$ cat src/logic/skip_test_instruction_unit.sv
// constants and execution logic for the one-word skip test instructions
//
// What this block does
// - compare skips next instruction when accumulator equals addressed nibble
// - ext0 test with enable 0 skips if request flag set, then clears it
// - ext0 test is a no-operation while ext0 enable bit 0 is set
// - pin test skips on low pin, or high pin when polarity bit 2 set
// - power-down test skips when the power-down flag is one
// - power-down test never modifies the power-down flag
// - timer1 test with enable 0 skips if request flag set, then clears it
// - timer1 test is a no-operation while timer1 enable bit 2 is set
// - timer2 test with enable 0 skips if request flag set, then clears it
// - timer2 test is a no-operation while timer2 enable bit 3 is set

// -------------------------------------------------------------------------
// package
// -------------------------------------------------------------------------
package skip_pkg;

	localparam int ADDR_W = 8;
	localparam int DATA_W = 32;
	localparam int NIB_W = 4;
	localparam int EV_W = 5;

	// register byte addresses
	localparam logic [7:0] ADDR_IRQ_EN = 8'h00;
	localparam logic [7:0] ADDR_PIN_CTRL = 8'h04;
	localparam logic [7:0] ADDR_STATUS = 8'h08;
	localparam logic [7:0] ADDR_MASK = 8'h0C;
	localparam logic [7:0] ADDR_STATE = 8'h10;

	// field positions in irq_enable_reg_one and pin_irq_ctrl_reg_one
	localparam int EXT0_IE_BIT = 0;
	localparam int T1_IE_BIT = 2;
	localparam int T2_IE_BIT = 3;
	localparam int POL_BIT = 2;

	// event bits of the status and mask registers
	localparam int EV_SKIP = 0;
	localparam int EV_EXT0_CLR = 1;
	localparam int EV_T1_CLR = 2;
	localparam int EV_T2_CLR = 3;
	localparam int EV_DISABLED = 4;

	// reset values
	localparam logic [3:0] IRQ_EN_RST = 4'h0;
	localparam logic [3:0] PIN_CTRL_RST = 4'h0;
	localparam logic [4:0] STATUS_RST = 5'h00;
	localparam logic [4:0] MASK_RST = 5'h00;
	localparam logic PIN_RST_LEVEL = 1'b1;

	// decoded instruction kind handed in by the fetch stage
	typedef enum logic [2:0] {
		OP_OTHER = 3'b000,
		OP_SKIP_IF_ACC_EQUALS_MEM = 3'b001,
		OP_SKIP_ON_EXT0_REQUEST = 3'b010,
		OP_SKIP_ON_EXT0_PIN_LEVEL = 3'b011,
		OP_SKIP_ON_POWERDOWN_FLAG = 3'b100,
		OP_SKIP_ON_TIMER1_REQUEST = 3'b101,
		OP_SKIP_ON_TIMER2_REQUEST = 3'b110
	} op_t;

endpackage : skip_pkg

`timescale 1ns/1ns

// -------------------------------------------------------------------------
// top module
// -------------------------------------------------------------------------
module skip_test_instruction_unit (
	input wire logic core_clk,
	input wire logic sys_rst,
	// instruction stream
	input wire logic instr_valid,
	input wire skip_pkg::op_t instr_op,
	input wire logic [skip_pkg::NIB_W-1:0] acc_value,
	input wire logic [skip_pkg::NIB_W-1:0] mem_nibble,
	output logic instr_squash,
	output logic skip_next,
	// flag sources
	input wire logic ext0_request_flag,
	input wire logic timer1_request_flag,
	input wire logic timer2_request_flag,
	input wire logic powerdown_flag,
	input wire logic ext0_pin,
	output logic ext0_flag_clr,
	output logic timer1_flag_clr,
	output logic timer2_flag_clr,
	output logic irq,
	// apb slave
	input wire logic psel,
	input wire logic penable,
	input wire logic pwrite,
	input wire logic [skip_pkg::ADDR_W-1:0] paddr,
	input wire logic [skip_pkg::DATA_W-1:0] pwdata,
	output logic [skip_pkg::DATA_W-1:0] prdata,
	output logic pready,
	output logic pslverr
);
	import skip_pkg::*;

	// -----------------------------------------------------------------
	// state
	// -----------------------------------------------------------------
	typedef struct packed {
		logic [3:0] irq_enable_reg_one;
		logic [3:0] pin_irq_ctrl_reg_one;
		logic [EV_W-1:0] status;
		logic [EV_W-1:0] mask;
		logic [DATA_W-1:0] rdata;
		logic rerr;
		logic skip_pending;
		logic ext0_clr;
		logic t1_clr;
		logic t2_clr;
		logic irq;
	} unit_state_t;

	localparam unit_state_t ST_RST = '{irq_enable_reg_one: IRQ_EN_RST,
		pin_irq_ctrl_reg_one: PIN_CTRL_RST, status: STATUS_RST,
		mask: MASK_RST, default: '0};

	unit_state_t st_r, st_nxt;
	logic pin_level, acc_eq, pin_match, ext0_eff, t1_eff, t2_eff;
	logic exec, skip, apb_wr, apb_setup;
	logic [EV_W-1:0] ev, w1c;

	// -----------------------------------------------------------------
	// pin synchroniser
	// -----------------------------------------------------------------
	ext_pin_sync #(.RST_LEVEL(PIN_RST_LEVEL)) u_pin_sync (
		.core_clk(core_clk),
		.sys_rst(sys_rst),
		.pin_async(ext0_pin),
		.pin_level(pin_level)
	);

	// -----------------------------------------------------------------
	// test conditions
	// -----------------------------------------------------------------
	// a flag whose clear pulse is still in flight reads as zero, so two
	// tests of the same flag back to back cannot both skip
	assign acc_eq = (acc_value == mem_nibble);
	assign pin_match = st_r.pin_irq_ctrl_reg_one[POL_BIT] ?
		pin_level : ~pin_level;
	assign ext0_eff = ext0_request_flag & ~st_r.ext0_clr;
	assign t1_eff = timer1_request_flag & ~st_r.t1_clr;
	assign t2_eff = timer2_request_flag & ~st_r.t2_clr;

	// an instruction arriving while a skip is pending is squashed to a nop
	assign instr_squash = instr_valid & st_r.skip_pending;
	assign exec = instr_valid & ~st_r.skip_pending;

	assign apb_setup = psel & ~penable;
	assign apb_wr = psel & penable & pwrite;

	// -----------------------------------------------------------------
	// next state
	// -----------------------------------------------------------------
	always_comb
	begin
		st_nxt = st_r;
		skip = 1'b0;
		ev = '0;
		w1c = '0;
		// clear strobes last one cycle only
		st_nxt.ext0_clr = 1'b0;
		st_nxt.t1_clr = 1'b0;
		st_nxt.t2_clr = 1'b0;

		// instruction execution, one per valid cycle with no skip pending
		if (exec)
		begin
			case (instr_op)
				OP_SKIP_IF_ACC_EQUALS_MEM:
					skip = acc_eq;
				OP_SKIP_ON_EXT0_REQUEST:
				begin
					if (st_r.irq_enable_reg_one[EXT0_IE_BIT])
					begin
						ev[EV_DISABLED] = 1'b1;
					end
					else
					begin
						skip = ext0_eff;
						st_nxt.ext0_clr = 1'b1;
						ev[EV_EXT0_CLR] = ext0_eff;
					end
				end
				OP_SKIP_ON_EXT0_PIN_LEVEL:
					skip = pin_match;
				OP_SKIP_ON_POWERDOWN_FLAG:
				begin
					// the flag is only read, no clear path exists
					skip = powerdown_flag;
				end
				OP_SKIP_ON_TIMER1_REQUEST:
				begin
					if (st_r.irq_enable_reg_one[T1_IE_BIT])
					begin
						ev[EV_DISABLED] = 1'b1;
					end
					else
					begin
						skip = t1_eff;
						st_nxt.t1_clr = 1'b1;
						ev[EV_T1_CLR] = t1_eff;
					end
				end
				OP_SKIP_ON_TIMER2_REQUEST:
				begin
					if (st_r.irq_enable_reg_one[T2_IE_BIT])
					begin
						ev[EV_DISABLED] = 1'b1;
					end
					else
					begin
						skip = t2_eff;
						st_nxt.t2_clr = 1'b1;
						ev[EV_T2_CLR] = t2_eff;
					end
				end
				default:
					skip = 1'b0;
			endcase
			st_nxt.skip_pending = skip;
			ev[EV_SKIP] = skip;
		end
		else if (instr_squash)
		begin
			// the squashed word used up its cycle as a nop
			st_nxt.skip_pending = 1'b0;
		end

		// register writes take effect at the access edge
		if (apb_wr)
		begin
			case (paddr)
				ADDR_IRQ_EN:
					st_nxt.irq_enable_reg_one = pwdata[3:0];
				ADDR_PIN_CTRL:
					st_nxt.pin_irq_ctrl_reg_one = pwdata[3:0];
				ADDR_STATUS:
					w1c = pwdata[EV_W-1:0];
				ADDR_MASK:
					st_nxt.mask = pwdata[EV_W-1:0];
				default:
					w1c = '0;
			endcase
		end

		// set wins over a write-one clear in the same cycle
		st_nxt.status = (st_r.status & ~w1c) | ev;
		st_nxt.irq = |(st_nxt.status & st_nxt.mask);

		// read data is captured in the setup cycle, so it shows the
		// state one cycle before the access edge
		if (apb_setup)
		begin
			st_nxt.rerr = 1'b0;
			case (paddr)
				ADDR_IRQ_EN:
					st_nxt.rdata = {28'h0000000, st_r.irq_enable_reg_one};
				ADDR_PIN_CTRL:
					st_nxt.rdata = {28'h0000000, st_r.pin_irq_ctrl_reg_one};
				ADDR_STATUS:
					st_nxt.rdata = {27'h0000000, st_r.status};
				ADDR_MASK:
					st_nxt.rdata = {27'h0000000, st_r.mask};
				ADDR_STATE:
					st_nxt.rdata = {26'h0000000, st_r.skip_pending,
						pin_level, powerdown_flag, timer2_request_flag,
						timer1_request_flag, ext0_request_flag};
				default:
				begin
					st_nxt.rdata = '0;
					st_nxt.rerr = 1'b1;
				end
			endcase
		end
	end

	// -----------------------------------------------------------------
	// state register
	// -----------------------------------------------------------------
	always_ff @(posedge core_clk)
	begin
		if (sys_rst)
		begin
			st_r <= ST_RST;
		end
		else
		begin
			st_r <= st_nxt;
		end
	end

	// -----------------------------------------------------------------
	// outputs
	// -----------------------------------------------------------------
	assign skip_next = st_r.skip_pending;
	assign ext0_flag_clr = st_r.ext0_clr;
	assign timer1_flag_clr = st_r.t1_clr;
	assign timer2_flag_clr = st_r.t2_clr;
	assign irq = st_r.irq;
	// zero wait states: every access completes in its first access cycle
	assign pready = psel & penable;
	assign prdata = st_r.rdata;
	assign pslverr = psel & penable & st_r.rerr;
endmodule : skip_test_instruction_unit

$ cat src/logic/ext_pin_sync.sv
// three-stage pin synchroniser with agreement filter for one level input
`timescale 1ns/1ns

module ext_pin_sync #(
	parameter logic RST_LEVEL = 1'b0
) (
	input wire logic core_clk,
	input wire logic sys_rst,
	input wire logic pin_async,
	output logic pin_level
);

	// -----------------------------------------------------------------
	// state
	// -----------------------------------------------------------------
	typedef struct packed {
		logic s1;
		logic s2;
		logic s3;
		logic lvl;
	} sync_state_t;

	sync_state_t st_r;
	sync_state_t st_nxt;

	// the first stage feeds only the second; a level counts once the
	// second and third stages agree, so one metastable sample is dropped
	always_comb
	begin
		st_nxt = st_r;
		st_nxt.s1 = pin_async;
		st_nxt.s2 = st_r.s1;
		st_nxt.s3 = st_r.s2;
		if (st_r.s2 == st_r.s3)
		begin
			st_nxt.lvl = st_r.s3;
		end
	end

	// synchronous reset loads constants only
	always_ff @(posedge core_clk)
	begin
		if (sys_rst)
		begin
			st_r <= '{s1: RST_LEVEL, s2: RST_LEVEL, s3: RST_LEVEL,
				lvl: RST_LEVEL};
		end
		else
		begin
			st_r <= st_nxt;
		end
	end

	assign pin_level = st_r.lvl;

endmodule : ext_pin_sync

$ cat config.mk
export PLATFORM = sky130hd
export DESIGN_NAME = skip_test_instruction_unit
export DESIGN_NICKNAME = d
export VERILOG_FILES = /design/src/logic/skip_test_instruction_unit.sv /design/src/logic/ext_pin_sync.sv
export SDC_FILE = /design/constraint.sdc
export NUM_CORES = 1
export LEC_CHECK = 0
export ABC_AREA = 0
export BUFFER_PORTS_ARGS = -buffer_cell sky130_fd_sc_hd__buf_4
export CAP_MARGIN = 20
export CORE_MARGIN = 4
export CORE_UTILIZATION = 41
export CTS_BUF_LIST = sky130_fd_sc_hd__clkbuf_8 sky130_fd_sc_hd__clkbuf_16
export DETAILED_ROUTE_END_ITERATION = 10
export GPL_TIMING_DRIVEN = 0
export PLACE_DENSITY = 0.75
export SKIP_LAST_GASP = 1
export SLEW_MARGIN = 25
export SYNTH_ARGS = -nofsm -noshare
export SYNTH_HDL_FRONTEND = slang
export SYNTH_SLANG_ARGS = --single-unit
$ cat constraint.sdc
create_clock -name core_clk -period 1.4 [get_ports core_clk]
set_input_delay 0.14 -clock core_clk [delete_from_list [all_inputs] [get_ports core_clk]]
set_output_delay 0.14 -clock core_clk [all_outputs]
set_load 0.1 [all_outputs]
==> impl_results.md, run 1 <==
- Status: complete, but fails checks
- Failing checks: negative setup slack
- Final hold vios: 0
- M1 GR Usage: 0.212
- PD cells: 844 nW/um^2
- CP peak stage delay: roughly 0.33 ns
- Sequential area share after synthesis: 0.341
- Cell leakage power: around 1.3 nW
- DRC errors left: 0
- Yosys top cell area share: 0.341
- Mapped Avg Cell Area: 8.88 sq um
- Most frequent CP cell: buf_4
- Multi-input logic area: ~1300 sq um
- Delay-heaviest family, CP: simple AND/OR/NAND/NOR gates
- Most Used Layer, Global Route: met2
- Commonest cells post-synth: 34 x dfxtp_1, 32 x buf_4, 26 x nor2_1
- Vias in the first global route: 1768
- DRT antenna net count: 0
- Yosys Warn Count: 0
- Main synth FF type: dfxtp_1
- Met3 Use GR: 0.0499
- TritonCTS clock tree: built
- Setup Slack @ Placement: -0.366 ns
- Port buffer count: 47
- Largest net degree at the start of global routing: 11
- CTS Sinks: 34
- Critical path type: primary input to register
- Slew HR: 0.637
- Congestion Overflow GR: 0
- Routability congestion estimate: ~0.86
- Unique masters post-synth: 46
- WHS: 0.0351 ns
- Sum Neg Setup Slack: -0.0848 ns
- Fin nets: 378
- First-iteration detailed-routing DRC count: 209
- Num ports: 102
- CP Max Fanout: 6
- Worst setup EP type: register
- Syn-to-layout area delta: 45.9%
- DP HPWL: 3860 microns
- M2 GR Usage: 0.289
- Arr. time, crit path: 1.62 ns
- Fin. max-slew vios: 0
- Req. time, crit path: 1.56 ns
- CP Cell Sequence: buf_4 -> nor4_4 -> buf_4 -> nand4_4 -> mux2i_2 -> o22ai_1 -> nor3_2 -> o2bb2ai_1
- RSZ-0062 raised after global routing: true
- Final setup vio count: 3
- Die ar.: 6050 sq um
- All-Layer GR Usage: 0.173
- Starting Density: 0.423
- Routed vias: 1909
- CP Launch Type: primary input
- Detailed Route WL: roughly 5300 microns
- Row count: 25
- Clk_lat worst skew: 0.28 ns
- Per-cell routed wire length: 13.9 microns
- Post-synth top area cell: dfxtp_1
- Reg area: 706 sq um
- Clock-pin slew on the worst setup and hold paths: 0.06 ns
- F_max: 686 MHz
- Synth area leaders: dfxtp_1 34%, buf_4 12%, mux2i_1 5.5%
- Final period utilization: 1.04
- CTS Buffer Depth: 2
- First-pass GRT wire length: between 8000 and 9000 microns
- Die width: between 70 and 80 microns
- Fillers: 415
- Initial DRT Pass Iterations: 5
- Final worst slack: -0.0576 ns
- Diodes inserted: 0
- Crit path time final: 1.46 ns
- Yosys reg bits: 34
- CP Buf/Inv Count: 2
- Count leader, synth: dfxtp_1
- Core Util, Final: 0.617
- DIE HEIGHT: a little under 80 microns
- Via density: between 4 and 5
- EDFF count, synth: 0
- Core region area: 4720 sq um
- Synth async-reset ratio: 0
- Mapped Cells: 225
- Worst path slowest cell: nor4_4
- H-tree depth: 2
- Fraction of layout cells with a size suffix above 1: 0.461
- Fin Clk Skew: 0.00108 ns
- CTS Buf Count: 5
- CTS Root Cell: clkbuf_8
- Total power: about 2.5 mW
- Initial antenna violation count: 0
- Tightest Pin Transition: 0.544 ns
- Mapped Area: 2000 sq um
- Max VDD drop: 385 uV
- Max Cap Viol: 0
- Hold crit path type: primary input to register
## sequential cells by signal, indices dropped and copies added (netlist names)
name and count:
u_pin_sync.st_nxt 2, irq 1, prdata 6, ext0_flag_clr 1, timer1_flag_clr 1, u_pin_sync.st_r 1, skip_next 1, st_r 19
u_pin_sync.pin_level 1, timer2_flag_clr 1
## through the flow
| stage | cell area [sq um] | std cells |
|---|---|---|
| after floorplan | 2160 | 250 |
| after global placement | 2600 | 364 |
| after detailed placement | 2600 | 364 |
| after CTS | 2790 | 376 |
| after global routing | 2920 | 384 |
| final | 2920 | 384 |
## layout by cell type (no fill, tap or decap), types with 5 or more instances in the layout
cell type,count
nand2_1,6
mux2i_1,9
a211oi_1,5
conb_1,26
a22o_1,6
dfxtp_4,5
nor2b_1,7
clkbuf_1,6
nor2_1,26
buf_4,92
clkbuf_8,5
inv_1,6
dfxtp_2,5
dfxtp_1,24
a21oi_1,8
## power breakdown
group	internal [mW]	switching, mW	total (mW)
clock	0.334	0.333	0.667
sequential	0.981	0.0151	0.996
combinational	0.227	0.572	0.798
total	1.54	0.920	2.46
## what timing repair did
item	CTS	global route
endpoints found under the setup margin	8	13
cloned	0	0
pin swaps	11	14
hold buffers	0	0
setup buffers	4	8
gates resized for setup	14	14
## kinds of logic after synthesis
family          count (synthesis)  share of synthesized area
simple gates                   83                      0.259
buf+inv                        46                      0.148
compound gates                 40                      0.145
flops                          34                      0.341
mux                            16                     0.0833
xor+xnor                        5                     0.0219
other cells                     1                    0.00188
## area by class of cell
| cell class | instances | area share |
|---|---|---|
| plain buffers | 41 | 0.0961 |
| multi-input cells | 170 | 0.447 |
| well taps | 67 | 0.0288 |
| repair buffers | 59 | 0.152 |
| clock buffers | 5 | 0.0236 |
| flip-flops and latches | 34 | 0.242 |
| clock inverters | 3 | 0.00429 |
| inverters | 5 | 0.00644 |
## path summary, 6_finish.rpt
check / startpoint / end / slack, ns / cells past startpoint
max: paddr[6] / irq / -0.06 / 8
min: ext0_pin / u_pin_sync.st_nxt[2] / 0.04 / 2
max reg2reg: skip_next / irq / -0.04 / 6
min reg2reg: u_pin_sync.st_nxt[2] / u_pin_sync.st_nxt[1] / 0.41 / 1
## per-layer routing
metal / vias up / part of all wire / wire length (microns)
met1: 863 / 0.39 / 2090
li1: 932 / - / -
met5: - / 0 / 0
met2: 99 / 0.48 / 2580
met4: 0 / 0.028 / 150
met3: 15 / 0.094 / 503
(Power assumes the default switching activity.)
==> inputs of run 2 (changes only) <==
- SKIP_LAST_GASP: 1 -> not set
==> run 2 against run 1 <==
Net effect:
- the run still ends with negative setup slack left
- largest power group unchanged
- non-clock buffer count decreased by 1
- flip-flop and latch count unchanged
- routed wire length increased by 0.92%
- final area increased by 0.34%
- via count decreased by 0.21%
- maximum frequency increased by 1.4%
- combinational power about the same
- hold slack improved by 0.0016 ns
- global-route usage unchanged
- clock power about the same
- total power about the same
==> impl_results.md, run 2 (synthesis results as in run 1) <==
- Final hold vios: 0 (unchanged)
- CTS Root Cell: clkbuf_8
- Setup Slack @ Placement: -0.366 ns (unchanged)
- Initial DRT Pass Iterations: 4 (-1)
- Syn-to-layout area delta: 46.4%
- Clk_lat worst skew: 0.28 ns (about the same)
- Starting Density: 0.423 (unchanged)
- Failing checks: negative setup slack
- CTS Buffer Depth: 2 (unchanged)
- CTS Sinks: 34 (unchanged)
- Final setup vio count: 3 (unchanged)
- Core region area: 4720 sq um (unchanged)
- All-Layer GR Usage: 0.173 (unchanged)
- Routed vias: 1905 (-0.21%)
- Most common cell after layout, fill and taps aside: buf_4
- Internal power: 1.54 mW (about the same)
- Psw: 0.923 mW (+0.33%)
- WHS: 0.0366 ns (+0.00157 ns)
- Status: complete, but fails checks
- Most frequent CP cell: buf_4
- DRT antenna net count: 0 (unchanged)
- Slew HR: 0.647 (+0.00939)
- Num ports: 102 (unchanged)
- Tightest Pin Transition: 0.530 ns (-0.0141 ns)
- Fin nets: 377 (-0.26%)
- CP Launch Type: primary input
- Crit path time final: 1.44 ns (-0.0206 ns)
- Reg power frac: 0.405 (about the same)
- Per-cell routed wire length: 14.0 microns (+1.2%)
- Clock power share: 0.271 (about the same)
- Worst path slowest cell: nor4_4
- H-tree depth: 2 (unchanged)
- Worst setup EP type: register
- Core Util, Final: 0.619 (+0.00212)
- Via density: 4.97 (about the same)
- F_max: 696 MHz (+1.4%)
- CP peak stage delay: 0.33 ns (about the same)
- Largest register FFs: 19 (unchanged)
- Diodes inserted: 0 (unchanged)
- Arr. time, crit path: 1.60 ns (-0.02 ns)
- Detailed Route WL: 5370 microns (+0.92%)
- Initial antenna violation count: 0 (unchanged)
- Routability congestion estimate: 0.858 (unchanged)
- Vias in the first global route: 1768 (unchanged)
- DIE HEIGHT: 77.8 microns (unchanged)
- RSZ-0062 raised after global routing: true
- Fraction of layout cells with a size suffix above 1: 0.481 (+0.0204)
- CP Max Fanout: 6 (unchanged)
- Fin. max-slew vios: 0 (unchanged)
- Hold crit path type: primary input to register
- Final worst slack: -0.0370 ns (+0.0206 ns)
- Combinational Power Share: 0.324 (about the same)
- First-iteration detailed-routing DRC count: 145 (-31%)
- Max VDD drop: 385 uV (+0.17%)
- Clock-pin slew on the worst setup and hold paths: 0.06 ns (about the same)
- DP HPWL: 3860 microns (unchanged)
- DRC errors left: 0 (unchanged)
- Port buffer count: 47 (unchanged)
- Congestion Overflow GR: 0 (unchanged)
- Max Cap Viol: 0 (unchanged)
- Final period utilization: 1.03 (-0.0147)
- Cell leakage power: 1.31 nW (-0.51%)
- Delay-heaviest family, CP: simple AND/OR/NAND/NOR gates
- First-pass GRT wire length: 8380 microns (unchanged)
- PD cells: 842 nW/um^2 (-0.25%)
- Row count: 25 (unchanged)
- CP Cell Sequence: buf_4 -> nor4_4 -> buf_4 -> nand4_4 -> mux2i_2 -> o22ai_1 -> nor3_2 -> o2bb2ai_1
- Post-CTS Hold Buffers: 0 (unchanged)
- Most frequent cells in the layout: 91 x buf_4, 26 x nor2_1, 26 x conb_1, 20 x dfxtp_1, 9 x dfxtp_2
- CP Buf/Inv Count: 2 (unchanged)
- Critical path type: primary input to register
- Req. time, crit path: 1.56 ns (about the same)
- TritonCTS clock tree: built
- Switching part of the total: 0.375 (+0.000878)
- Fin Clk Skew: 0.00122 ns (+0.000136 ns)
- Die width: 77.8 microns (unchanged)
- Largest Register: st_r
- Total power: 2.46 mW (about the same)
- Largest net degree at the start of global routing: 11 (unchanged)
- Die ar.: 6050 sq um (unchanged)
- CTS Buf Count: 5 (unchanged)
run 2: path summary, 6_finish.rpt:
check	startpoint	slack, ns	end	depth (start not counted)
setup / recovery	paddr[6]	-0.04	irq	8
hold reg to reg	u_pin_sync.st_nxt[2]	0.41	u_pin_sync.st_nxt[1]	1
setup reg to reg	st_r[54]	-0.01	irq	6
hold / removal	ext0_pin	0.04	u_pin_sync.st_nxt[2]	2
run 2: area by class of cell:
cell class	count	area, sq um
flip-flops and latches	34	711
fillers	416	1800
multi-input cells	170	1320
repair buffers	58	435
clock buffers	5	68.8
well taps	67	83.8
inverters	5	18.8
plain buffers	41	280
clock inverters	3	12.5
run 2: routing by layer:
layer,routed length [microns],global-route usage,up-vias,share of wire
li1,-,-,928,-
met1,2110,0.212,874,0.39
met2,2690,0.289,92,0.50
met3,459,0.0499,11,0.085
met4,113,0.0569,0,0.021
met5,0,0,-,0
run 2: what timing repair did:
| item | 4_1_cts | 5_1_grt |
|---|---|---|
| endpoints found under the hold margin | 0 | 0 |
| setup endpoints to repair | 8 | 13 |
| buffers inserted | 4 | 7 |
| gates resized for setup | 15 | 21 |
| pin swaps | 11 | 18 |
run 2: metrics by stage:
stage	area, sq um	setup TNS, ns	cells
finish	2930	-0.0466	383
global route	2930	-0.318	383
CTS	2790	-0.0681	376
detailed placement	2600	-3.68	364
global placement	2600	-3.17	364
floorplan	2160	-0.0885	250
run 2: power groups by stage:
stage	registers, mW	logic (mW)	clock network [mW]
3_5_place_dp	1.02	0.754	0
4_1_cts	0.996	0.777	0.678
5_1_grt	0.998	0.839	0.727
2_1_floorplan	1.03	0.587	0
6_report	0.997	0.798	0.669
3_3_place_gp	1.02	0.748	0
==> inputs of run 3 (changes only) <==
--- a/config.mk
+++ b/config.mk
@@ -6,13 +6,14 @@
 export NUM_CORES = 1
 export LEC_CHECK = 0
-export ABC_AREA = 0
+export ABC_AREA = 1
 export BUFFER_PORTS_ARGS = -buffer_cell sky130_fd_sc_hd__buf_4
 export CAP_MARGIN = 20
 export CORE_MARGIN = 4
-export CORE_UTILIZATION = 41
+export CORE_UTILIZATION = 42
 export CTS_BUF_LIST = sky130_fd_sc_hd__clkbuf_8 sky130_fd_sc_hd__clkbuf_16
 export DETAILED_ROUTE_END_ITERATION = 10
 export GPL_TIMING_DRIVEN = 0
-export PLACE_DENSITY = 0.75
+export MAX_ROUTING_LAYER = met4
+export PLACE_DENSITY = 0.76
 export SLEW_MARGIN = 25
 export SYNTH_ARGS = -nofsm -noshare
==> constraint.sdc (replaced) <==
create_clock -name core_clk -period 1.4 [get_ports core_clk]
set_input_delay 0.35 -clock core_clk [delete_from_list [all_inputs] [get_ports core_clk]]
set_output_delay 0.35 -clock core_clk [all_outputs]
set_load 0.1 [all_outputs]
==> run 3 against run 2 <==
Net effect:
- the flow now finishes without violations
- highest routed layer unchanged
- worst setup slack better by 0.084 ns
- via count grew 7.8%
- utilization fell by 3.9 points
- critical endpoint is now prdata[4]
- critical path depth fell by 6
- non-clock buffer count decreased by 15
- sequential share of layout area increased by 0.63 points
- critical path type is now register to primary output
- first-iteration DRC count decreased by 50%
==> impl_results.md, run 3 <==
- Setup crit start: prdata[4]
- Post-Synth Simple-Gate Area: 0.334 (+0.0751)
- CP Max Fanout: 2 (-4)
- PostCTS Resize Cnt: 2 (-13)
- Flop-to-flop setup slack: 0.10 ns (+0.11 ns)
- Initial antenna violation count: 0 (unchanged)
- Core Util, Final: 0.581 (-0.0385)
- Mapped Avg Cell Area: 6.69 sq um (-25%)
- Final worst slack: 0.0472 ns (+0.0842 ns)
- All-Layer GR Usage: 0.180 (+0.00671)
- Num ports: 102 (unchanged)
- Main synth FF type: dfxtp_1
- Via density: 4.50 (-9.5%)
- CTS Sinks: 34 (unchanged)
- Fillers: 481 (+16%)
- Routability congestion estimate: 0.898 (+4.7%)
- Hold crit path type: primary input to register
- CP endpoint: prdata[4]
- TritonCTS clock tree: built
- Req. time, crit path: 1.05 ns (-0.51 ns)
- XOR/XNOR Fraction of Synth Area: 0.00850 (-0.0134)
- Worst path slowest cell: dfxtp_1
- Diodes inserted: 0 (unchanged)
- Initial DRT Pass Iterations: 4 (unchanged)
- Total power: 2.53 mW (+2.8%)
- Slew HR: 0.653 (+0.00642)
- Internal power: 1.57 mW (+2.1%)
- Port buffer count: 48 (+2.1%)
- Arr. time, crit path: 1.00 ns (-0.60 ns)
- Worst r2r dst: irq
- Mapped Cells: 308 (+37%)
- Die ar.: 6090 sq um (+0.66%)
- DRC errors left: 0 (unchanged)
- Combinational Power Share: 0.300 (-0.024)
- CTS Buf Count: 5 (unchanged)
- Largest Register: st_r
- Switching part of the total: 0.379 (+0.00417)
- Setup Slack @ Placement: -0.216 ns (+0.150 ns)
- Yosys top cell area share: 0.330 (-0.0105)
- H-tree depth: 2 (unchanged)
- Per-cell routed wire length: 11.7 microns (-16%)
- Most frequent cells in the layout: 76 x buf_4, 69 x nand2_1, 33 x inv_1, 31 x nor2_1, 30 x dfxtp_1
- Yosys Warn Count: 0 (unchanged)
- Congestion Overflow GR: 0 (unchanged)
- Row count: 25 (unchanged)
- WHS: 0.250 ns (+0.213 ns)
- F_max: 739 MHz (+6.2%)
- Synth Area in Adders: 0 (unchanged)
- Vias in the first global route: 1882 (+6.4%)
- R2r startpoint: st_r[52]
- Fraction of layout cells with a size suffix above 1: 0.308 (-0.173)
- Routed vias: 2053 (+7.8%)
- Commonest cells post-synth: 70 x nand2_1, 34 x dfxtp_1, 34 x inv_1
- Mapped Area: 2060 sq um (+3.2%)
- Most common cell after layout, fill and taps aside: buf_4
- Worst setup EP type: primary output
- Cell count along the critical path: 2 (-6)
- Post-synth top area cell: dfxtp_1
- Final setup vio count: 0 (-3)
- CP Cell Sequence: buf_4 -> buf_4
- RSZ-0062 raised after global routing: false
- Unique masters post-synth: 31 (-33%)
- Synth async-reset ratio: 0 (unchanged)
- Fin. max-slew vios: 0 (unchanged)
- Yosys reg bits: 34 (unchanged)
- DP HPWL: 4090 microns (+6.1%)
- CTS Root Cell: clkbuf_8
- Crit path time final: 1.35 ns (-0.0842 ns)
- CP peak stage delay: 0.34 ns (about the same)
- EDFF count, synth: 0 (unchanged)
- Final period utilization: 0.966 (-0.0601)
- Multiplexer share of the synthesized area: 0 (-0.0833)
- Delay-heaviest family, CP: buffers and inverters
- Clock power share: 0.306 (+0.035)
- Synth area leaders: dfxtp_1 33%, nand2_1 13%, buf_4 12%
- Detailed Route WL: 5350 microns (-0.50%)
- Largest register FFs: 19 (unchanged)
- Starting Density: 0.434 (+0.0106)
- Reg power frac: 0.394 (-0.011)
- Final hold vios: 0 (unchanged)
- Sum Neg Setup Slack: 0 ns (+0.0466 ns)
- Sequential area share after synthesis: 0.330 (-0.0105)
- Tightest Pin Transition: 0.520 ns (-0.00963 ns)
- DIE HEIGHT: 78.1 microns (+0.33%)
- Fin Clk Skew: 0.00384 ns (+0.00262 ns)
- Most frequent CP cell: buf_4
- Largest net degree at the start of global routing: 12 (+1)
- Clock-pin slew on the worst setup and hold paths: 0.07 ns (about the same)
- Post-CTS Hold Buffers: 0 (unchanged)
- Fin nets: 450 (+19%)
- Count leader, synth: nand2_1
- CP Buf/Inv Count: 2 (unchanged)
- First-pass GRT wire length: 8550 microns (+2.1%)
- Clk_lat worst skew: 0.29 ns (about the same)
- Cell leakage power: 1.41 nW (+7.0%)
- CP Launch Type: register
- DRT antenna net count: 0 (unchanged)
- Syn-to-layout area delta: 33.9%
- Post-synthesis compound-gate area fraction: 0.129 (-0.0166)
- Max Cap Viol: 0 (unchanged)
- Psw: 0.959 mW (+3.9%)
- Setup Buffers After CTS: 0 (-4)
- Max VDD drop: 480 uV (+25%)
- Die width: 78.1 microns (+0.33%)
- Reg2reg path depth: 9 (+3)
- Status: completed
- First-iteration detailed-routing DRC count: 73 (-50%)
- Core region area: 4750 sq um (+0.66%)
- CTS Buffer Depth: 2 (unchanged)
- Critical path type: register to primary output
- PD cells: 917 nW/um^2 (+8.9%)
- Largest family of logic cells by synthesized area: simple AND/OR/NAND/NOR gates
run 3: worst reg2reg max path, cell delays in order, from the launching register on:
cell and delay [ns]:
dfxtp_1 0.37, nor2_1 0.12, nand2_1 0.05, nor2_1 0.17
nor2_1 0.07, nand3_1 0.09, nand2_1 0.10, nand2_1 0.10
nand3_1 0.07, nand2_1 0.09
run 3: worst min path at each step:
stage | startpoint | end | cells past startpoint
final | ext0_pin | u_pin_sync.st_nxt[2] | 2
after global routing | ext0_pin | u_pin_sync.st_nxt[2] | 2
after CTS | ext0_pin | u_pin_sync.st_nxt[2] | 2
after detailed placement | u_pin_sync.st_nxt[2] | u_pin_sync.st_nxt[1] | 1
after global placement | u_pin_sync.st_nxt[2] | u_pin_sync.st_nxt[1] | 1
after floorplan | u_pin_sync.st_nxt[2] | u_pin_sync.st_nxt[1] | 1
run 3: power groups by stage:
stage | Clock [mW] | Sequential (mW) | Combinational (mW)
detailed placement | 0 | 1.02 | 0.741
CTS | 0.781 | 0.998 | 0.743
global route | 0.828 | 1.00 | 0.800
global placement | 0 | 1.02 | 0.736
finish | 0.775 | 0.998 | 0.759
floorplan | 0 | 1.04 | 0.574
run 3: cells by family after synthesis:
| logic type | Yosys count |
|---|---|
| AND/OR/NAND/NOR | 148 |
| buffers and inverters | 75 |
| AO/OA/AOI/OAI | 48 |
| flip-flops | 34 |
| XOR/XNOR | 2 |
| other | 1 |
run 3: metal layers:
metal | vias to the layer above | track usage | wire length [microns]
met1 | 888 | 0.217 | 2360
met2 | 72 | 0.309 | 2580
li1 | 1085 | - | -
met4 | 0 | 0.0367 | 57
met3 | 8 | 0.0413 | 349
met5 | - | - | 0
run 3: area by class of cell:
cell class              count  area (sq um)  share of cell area
plain buffers              36           259              0.0938
well taps                  67          83.8              0.0304
repair buffers             48           392               0.142
clock buffers               6          82.6              0.0299
flip-flops and latches     34           688               0.249
multi-input cells         224          1090               0.396
inverters                  39           151              0.0548
clock inverters             2          12.5             0.00453
run 3: through the flow:
step / area, sq um / std cells
after floorplan: 2170 / 333
after global placement: 2620 / 448
after detailed placement: 2620 / 448
after CTS: 2720 / 456
after global routing: 2760 / 456
final: 2760 / 456
